[src/logic/two_wire_regs.svh]
`ifndef TWO_WIRE_REGS_SVH
`define TWO_WIRE_REGS_SVH

// special-function register addresses
`define ADDR_SLAVE_ADDRESS_DIRECTION 16'hff80
`define ADDR_FIRST_WRITE_BYTE        16'hff81
`define ADDR_SECOND_WRITE_BYTE       16'hff82
`define ADDR_FIRST_READ_BYTE         16'hff83
`define ADDR_SECOND_READ_BYTE        16'hff84
`define ADDR_TRANSFER_CONTROL_STATUS 16'hff85
`define ADDR_EXT_IRQ6_CONTROL        16'hff95

// field positions
`define DIRECTION_BIT        0
`define TWO_BYTE_LENGTH_BIT  0
`define LAUNCH_BUSY_BIT      1
`define MISSING_ACK_FLAG     2
`define COMPLETION_IRQ_FLAG  2
`define COMPLETION_IRQ_ENABLE 3

// reset values
`define RESET_BYTE 8'h00

// bit counter: eight data bits, then the acknowledge slot at this count
`define ACK_SLOT 4'h8

// bus clock rate delivered by the time base
`define BUS_CLOCK_KHZ 400

`endif
[src/logic/two_wire_pkg.sv]
`default_nettype none
package two_wire_pkg;

    typedef enum logic [2:0]
    {
        ST_IDLE,
        ST_START_HIGH,
        ST_START_LOW,
        ST_XFER,
        ST_STOP_LOW,
        ST_STOP_HIGH,
        ST_STOP_RELEASE
    } engine_state_type;

endpackage
`default_nettype wire

[src/logic/two_wire_master_engine.sv]
// Notes on behaviour
// - master only, fast mode, bus clock at 400 kHz on every transfer.
// - bus clock follows the 400 kHz time-base reference, no local divider.
// - each frame carries one or two data bytes, read or write, fewer if a byte is refused.
// - address register: 7-bit slave address on top, bit 0 direction, 1 reads.
// - write sends first write byte, then second one if length bit set.
// - writing one to control bit 1 launches the transfer as loaded.
// - read stores first byte, then second byte if length bit set.
// - completion raises the request on external interrupt 6.
// - completion request stays until next launch, then drops by itself.
// - control bit 2 set on missing acknowledge, cleared on next launch.
// - start bit reads one while busy, clears itself when done.
`timescale 1ns/10ps
`default_nettype none
`include "two_wire_regs.svh"

module two_wire_master_engine
    import two_wire_pkg::*;
(
    // clock and reset
    input  wire logic        clk,
    input  wire logic        rst,
    // time-base bus clock reference
    input  wire logic        bus_clock_ref,
    // special-function register port
    input  wire logic [15:0] sfr_addr,
    input  wire logic        sfr_write,
    input  wire logic [7:0]  sfr_wdata,
    output logic      [7:0]  sfr_rdata,
    // interrupt to external interrupt 6
    output logic             ext_irq6,
    // two-wire bus, open drain
    input  wire logic        scl_in,
    output logic             scl_out,
    output logic             scl_oe,
    input  wire logic        sda_in,
    output logic             sda_out,
    output logic             sda_oe
);

    engine_state_type state;

    logic [7:0] slave_address_direction;
    logic [7:0] first_write_byte;
    logic [7:0] second_write_byte;
    logic [7:0] first_read_byte;
    logic [7:0] second_read_byte;
    logic       two_byte_length_bit;
    logic       launch_busy_bit;
    logic       missing_ack_flag;
    logic       completion_irq_enable;
    logic       completion_irq_flag;
    logic       ref_prev;
    logic [3:0] bit_count;
    logic [1:0] byte_index;
    logic [7:0] rx_shift;

    // time-base edges; data moves on the falling edge, sampling on the rising
    wire ref_rise = bus_clock_ref & ~ref_prev;
    wire ref_fall = ~bus_clock_ref & ref_prev;

    wire write_slave_addr  = sfr_write && (sfr_addr == `ADDR_SLAVE_ADDRESS_DIRECTION);
    wire write_first_byte  = sfr_write && (sfr_addr == `ADDR_FIRST_WRITE_BYTE);
    wire write_second_byte = sfr_write && (sfr_addr == `ADDR_SECOND_WRITE_BYTE);
    wire write_control     = sfr_write && (sfr_addr == `ADDR_TRANSFER_CONTROL_STATUS);
    wire write_irq6        = sfr_write && (sfr_addr == `ADDR_EXT_IRQ6_CONTROL);

    wire launch = write_control && sfr_wdata[`LAUNCH_BUSY_BIT] && !launch_busy_bit;

    wire       read_dir   = slave_address_direction[`DIRECTION_BIT];
    wire       addr_phase = (byte_index == 2'd0);
    wire       tx_phase   = addr_phase || !read_dir;
    wire       last_byte  = (byte_index == (two_byte_length_bit ? 2'd2 : 2'd1));
    wire       ack_slot   = (bit_count == `ACK_SLOT);
    wire [2:0] bit_pos    = 3'd7 - bit_count[2:0];

    // byte on the wire: address first, then write data in order
    wire [7:0] tx_byte = addr_phase         ? slave_address_direction :
                         (byte_index == 2'd1) ? first_write_byte : second_write_byte;

    wire [7:0] control_view = {5'b0_0000, missing_ack_flag, launch_busy_bit, two_byte_length_bit};
    wire [7:0] irq6_view    = {4'h0, completion_irq_enable, completion_irq_flag, 2'b00};

    wire [7:0] next_rdata =
        (sfr_addr == `ADDR_SLAVE_ADDRESS_DIRECTION) ? slave_address_direction :
        (sfr_addr == `ADDR_FIRST_WRITE_BYTE)        ? first_write_byte :
        (sfr_addr == `ADDR_SECOND_WRITE_BYTE)       ? second_write_byte :
        (sfr_addr == `ADDR_FIRST_READ_BYTE)         ? first_read_byte :
        (sfr_addr == `ADDR_SECOND_READ_BYTE)        ? second_read_byte :
        (sfr_addr == `ADDR_TRANSFER_CONTROL_STATUS) ? control_view :
        (sfr_addr == `ADDR_EXT_IRQ6_CONTROL)        ? irq6_view : `RESET_BYTE;

    // software registers; no busy interlock on data, software holds off
    always_ff @(posedge clk)
    begin
        if (rst)
        begin
            slave_address_direction <= `RESET_BYTE;
            first_write_byte        <= `RESET_BYTE;
            second_write_byte       <= `RESET_BYTE;
            two_byte_length_bit     <= 1'b0;
            completion_irq_enable   <= 1'b0;
            sfr_rdata               <= `RESET_BYTE;
            ext_irq6                <= 1'b0;
        end
        else
        begin
            if (write_slave_addr)
                slave_address_direction <= sfr_wdata;
            if (write_first_byte)
                first_write_byte <= sfr_wdata;
            if (write_second_byte)
                second_write_byte <= sfr_wdata;
            // length is frozen while a frame runs
            if (write_control && !launch_busy_bit)
                two_byte_length_bit <= sfr_wdata[`TWO_BYTE_LENGTH_BIT];
            if (write_irq6)
                completion_irq_enable <= sfr_wdata[`COMPLETION_IRQ_ENABLE];
            sfr_rdata <= next_rdata;
            ext_irq6  <= completion_irq_flag && completion_irq_enable;
        end
    end

    // bus engine
    always_ff @(posedge clk)
    begin
        if (rst)
        begin
            state               <= ST_IDLE;
            ref_prev            <= 1'b0;
            launch_busy_bit     <= 1'b0;
            missing_ack_flag    <= 1'b0;
            completion_irq_flag <= 1'b0;
            first_read_byte     <= `RESET_BYTE;
            second_read_byte    <= `RESET_BYTE;
            bit_count           <= 4'h0;
            byte_index          <= 2'd0;
            rx_shift            <= `RESET_BYTE;
            scl_oe              <= 1'b0;
            sda_oe              <= 1'b0;
            scl_out             <= 1'b0;
            sda_out             <= 1'b0;
        end
        else
        begin
            ref_prev <= bus_clock_ref;
            // open drain: the pins are only ever pulled low
            scl_out  <= 1'b0;
            sda_out  <= 1'b0;
            case (state)
                ST_IDLE:
                begin
                    scl_oe <= 1'b0;
                    sda_oe <= 1'b0;
                    if (launch)
                    begin
                        launch_busy_bit     <= 1'b1;
                        missing_ack_flag    <= 1'b0;
                        completion_irq_flag <= 1'b0;
                        byte_index          <= 2'd0;
                        bit_count           <= 4'h0;
                        state               <= ST_START_HIGH;
                    end
                end
                ST_START_HIGH:
                    if (ref_rise)
                        state <= ST_START_LOW;
                ST_START_LOW:
                    // data falls while the clock is high: start condition
                    if (ref_fall)
                    begin
                        sda_oe <= 1'b1;
                        state  <= ST_XFER;
                    end
                ST_XFER:
                begin
                    if (ref_fall)
                    begin
                        scl_oe <= 1'b1;
                        if (!ack_slot)
                            sda_oe <= tx_phase ? ~tx_byte[bit_pos] : 1'b0;
                        else
                            sda_oe <= tx_phase ? 1'b0 : !last_byte;
                    end
                    // only a rise after our own low phase counts as a bit
                    else if (ref_rise && scl_oe)
                    begin
                        scl_oe <= 1'b0;
                        if (!ack_slot)
                        begin
                            bit_count <= bit_count + 4'h1;
                            rx_shift  <= {rx_shift[6:0], sda_in};
                        end
                        else
                        begin
                            bit_count <= 4'h0;
                            if (!tx_phase && byte_index == 2'd1)
                                first_read_byte <= rx_shift;
                            if (!tx_phase && byte_index == 2'd2)
                                second_read_byte <= rx_shift;
                            // a refused byte ends the frame at once
                            if (tx_phase && sda_in)
                            begin
                                missing_ack_flag <= 1'b1;
                                state            <= ST_STOP_LOW;
                            end
                            else if (last_byte)
                                state <= ST_STOP_LOW;
                            else
                                byte_index <= byte_index + 2'd1;
                        end
                    end
                end
                ST_STOP_LOW:
                    if (ref_fall)
                    begin
                        scl_oe <= 1'b1;
                        sda_oe <= 1'b1;
                        state  <= ST_STOP_HIGH;
                    end
                ST_STOP_HIGH:
                    if (ref_rise)
                    begin
                        scl_oe <= 1'b0;
                        state  <= ST_STOP_RELEASE;
                    end
                ST_STOP_RELEASE:
                    if (ref_fall)
                    begin
                        sda_oe              <= 1'b0;
                        launch_busy_bit     <= 1'b0;
                        completion_irq_flag <= 1'b1;
                        state               <= ST_IDLE;
                    end
                default:
                    state <= ST_IDLE;
            endcase
        end
    end

    // no clock stretching, the bus clock is never read back
    wire unused_scl = scl_in;

endmodule

`default_nettype wire

[config.mk]
export PLATFORM = sky130hd
export DESIGN_NAME = two_wire_master_engine
export DESIGN_NICKNAME = d
export VERILOG_FILES = /design/src/logic/two_wire_pkg.sv /design/src/logic/two_wire_master_engine.sv
export VERILOG_INCLUDE_DIRS = /design/src /design/src/logic
export SDC_FILE = /design/constraint.sdc
export NUM_CORES = 1
export LEC_CHECK = 0
export ABC_AREA = 1
export BUFFER_PORTS_ARGS = -buffer_cell sky130_fd_sc_hd__buf_2
export CORE_ASPECT_RATIO = 0.9
export CORE_MARGIN = 2
export CORE_UTILIZATION = 40
export CTS_BUF_LIST = sky130_fd_sc_hd__clkbuf_16
export DETAILED_ROUTE_END_ITERATION = 16
export HOLD_SLACK_MARGIN = 0.12
export SLEW_MARGIN = 20
export SYNTH_ARGS = -nofsm -noshare
export SYNTH_HDL_FRONTEND = slang
export SYNTH_SLANG_ARGS = --single-unit
[constraint.sdc]
create_clock -name clk -period 1.7 [get_ports clk]
set_input_delay 0.085 -clock clk [delete_from_list [all_inputs] [get_ports clk]]
set_output_delay 0.085 -clock clk [all_outputs]
set_load 0.03 [all_outputs]
==> impl_metrics.yaml <==
status:
  status: "finished clean"
detailed_routing:
  avgRoutedWirePerCell_microns: 13.30
  route.detailed.drc: 0
  wl_microns: 10180
  routed_via_density: 5.037
  dr.first_iter.drc_count: 180
  first_pass_iters: 5
  wl_met1_microns: 4909
  wl_met2_microns: 4667
  vias: 3853
  highest_layer: "met4"
  drtAntennaViolNets: 0
  met3_length_microns: 425
clocking:
  cts_buffers: 9
  insertion_delay_ns: 0.33
  cts_sinks: 74
  cts_tree: "done"
  htreeDepth: 3
  path_clk_slew_ns: 0.06
  cts-root-buf: "clkbuf_16"
  cts_buffer_depth: 2
place:
  io_buffers: 39
  gp_congestion: 0.8863
  dp.final_hpwl_microns: 7543
  pre_cts_ws_ns: 0.002954
cells_and_area:
  fin_nets: 671
  regArea_sq_mm: 0.001489
  n_antenna_cell: 0
  areaGrowthSynthToFinish_pct: 28.85
  fillers: 952
  layout-drive-gt1-share_pct: 22.85
  final_cell_mix: "99 x nand2_1, 70 x inv_1, 70 x dfxtp_1, 57 x a21oi_1, 50 x o21ai_0"
  final_common_cell: "nand2_1"
  multi_input_area_sq_mm: 0.002057
worst_setup_path:
  crit_type: "register to register"
  start_kind: "register"
  rr_worst_depth: 8
  r2r-start: "byte_index[1]"
  critPathArrivalTime_ns: 1.83
  critPathLaunch: "byte_index[1]"
  worst-path-max-fanout: 14
  end_kind: "register"
  r2r_slack_ns: 0.07
  worstPathRequired_ns: 1.90
  r2r-end: "first_read_byte[7]"
power_and_ir_drop:
  p_leak_nw: 2.070
  p_per_area_mw_per_mm2: 1053
  total_power_mw: 5.253
  ir_worst_vdd_v: 0.0006051
synthesis:
  synth_fa_ha_area_share_pct: 1.939
  yosysSeqAreaShare_pct: 38.26
  synth.cell_area_sq_mm: 0.003872
  yosys.area_share.simple_pct: 29.31
  synth_compound_area_share_pct: 19.26
  synth_top_cell_by_area: "dfxtp_1"
  muxShareOfSynthArea_pct: 0
  synth_top_family_by_area: "simple AND/OR/NAND/NOR gates"
  ys_types: 39
  synth_top_cell_area_share_pct: 38.26
  ys_ff_latch: 74
  post_synth_inst_count: 557
  ys_warn_count: 0
  synthXorXnorAreaFrac_pct: 0
  yosys-top-cells-area: "dfxtp_1 38%, nand2_1 10%, a21oi_1 7.4%, inv_1 7.3%, o21ai_0 6.6%"
  avgSynthCellArea_sq_um: 6.952
global_routing:
  grt_pass1_vias: 3664
  grt_pass1_wl_microns: 17130
  grt_max_degree: 31
  grtUsageTotal_pct: 20.40
  overflow: 0
  antenna_found_initial: 0
die:
  die_w_microns: 107.7
  initial_core_util_pct: 40.64
  io_pins: 43
  dieArea_sq_mm: 0.01049
  core_sq_mm: 0.009529
  die_h_microns: 97.35
  rows: 34
timing:
  rsz0062_at_grt: "yes"
  skew_ns: 0.007644
  drv_slew: 0
  min_period_over_period_pct: 95.84
  hold_viol: 0
  timing.fmax_mhz: 613.7
  fin_crit_ns: 1.629
  holdWs_ns: 0.1849
  setup_viol: 0
  layout_setup_ws_ns: 0.07067
min_path:
  hold_class: "input port to register"
  whs_path_depth: 5
  hold-path-endpoint: "sfr_rdata[3]"
  hp-start: "sfr_addr[7]"
run:
  drv_cap: 0
==> worst max path at each step <==
stage                               endpoint  cells after the start
after detailed placement  first_read_byte[7]                      8
after global placement    first_read_byte[3]                      8
after CTS                           state[0]                     10
after floorplan           first_read_byte[5]                      9
final                     first_read_byte[7]                      8
after global routing                state[0]                     10
==> per-layer routing <==
layer  vias up  GRT usage [%]
li1       1985              -
met1      1788          27.38
met2        65          32.37
met3        15          4.896
met4         0          6.213
met5         -              0
==> critical path, cell delays in order, from the launching register on <==
cell      delay, ns
dfxtp_2        0.32
inv_2          0.09
ha_1           0.19
inv_2          0.08
buf_4          0.15
nor4_4         0.31
buf_12         0.18
buf_4          0.12
a211oi_1       0.05
==> repair_timing <==
action	in CTS	in global routing
pin swaps	1	5
setup buffers	0	6
setup endpoints to repair	5	20
resized for setup	0	19
hold buffers	11	0
endpoints found under the hold margin	28	0
==> report_power, final <==
group | leakage [nW] | internal (mW) | total, mW | switching, mW
clock network | 0.159 | 1.42 | 2.13 | 0.714
registers | 0.600 | 1.81 | 1.87 | 0.0680
logic | 1.31 | 0.477 | 1.25 | 0.772
==> kinds of logic (layout without fill, tap and decap cells) <==
| kind of cell | count (synthesis) | after routing |
|---|---|---|
| AOI/OAI and AO/OA | 133 | 133 |
| adders and majority gates | 6 | 6 |
| buffers and inverters | 103 | 184 |
| DFF | 74 | 74 |
| other | 1 | 2 |
| and+or+nand+nor | 240 | 240 |
==> cell type report <==
type	instances	share of cell area, %
clock inverters	6	2.131
flip-flops and latches	74	29.84
repair buffers	87	12.84
multi-input cells	381	41.22
inverters	82	6.294
clock buffers	9	4.514
well taps	126	3.159
==> per-stage QoR <==
stage | area (sq um) | TNS [ns] | std cells | util [%]
after floorplan | 3918 | -0.04370 | 558 | -
after global placement | 4432 | 0 | 733 | 46.51
after detailed placement | 4432 | 0 | 733 | 46.51
after CTS | 4873 | 0 | 759 | 51.14
after global routing | 4990 | -0.2335 | 765 | 52.36
final | 4990 | 0 | 765 | 52.36
==> sequential cells by signal (all words and copies together), names as in the netlist, 2 cells and up <==
signal                   flops
state                        3
first_write_byte             8
byte_index                   2
second_write_byte            8
sfr_rdata                    8
second_read_byte             8
bit_count                    4
rx_shift                     8
slave_address_direction      8
first_read_byte              8
==> Yosys cell counts, drive strengths merged <==
library cell	number
nor3	9
ha	6
a211oi	18
conb	1
o21ai	52
nor3b	1
nand4	6
dfxtp	74
and3	2
inv	81
nand3b	1
buf	13
o21a	1
a31oi	2
clkbuf	8
nand3	45
nand2	107
clkinv	1
nor4	6
a21oi	57
nor2	62
and2	1
a221oi	2
o211ai	1
(Power assumes the default switching activity.)
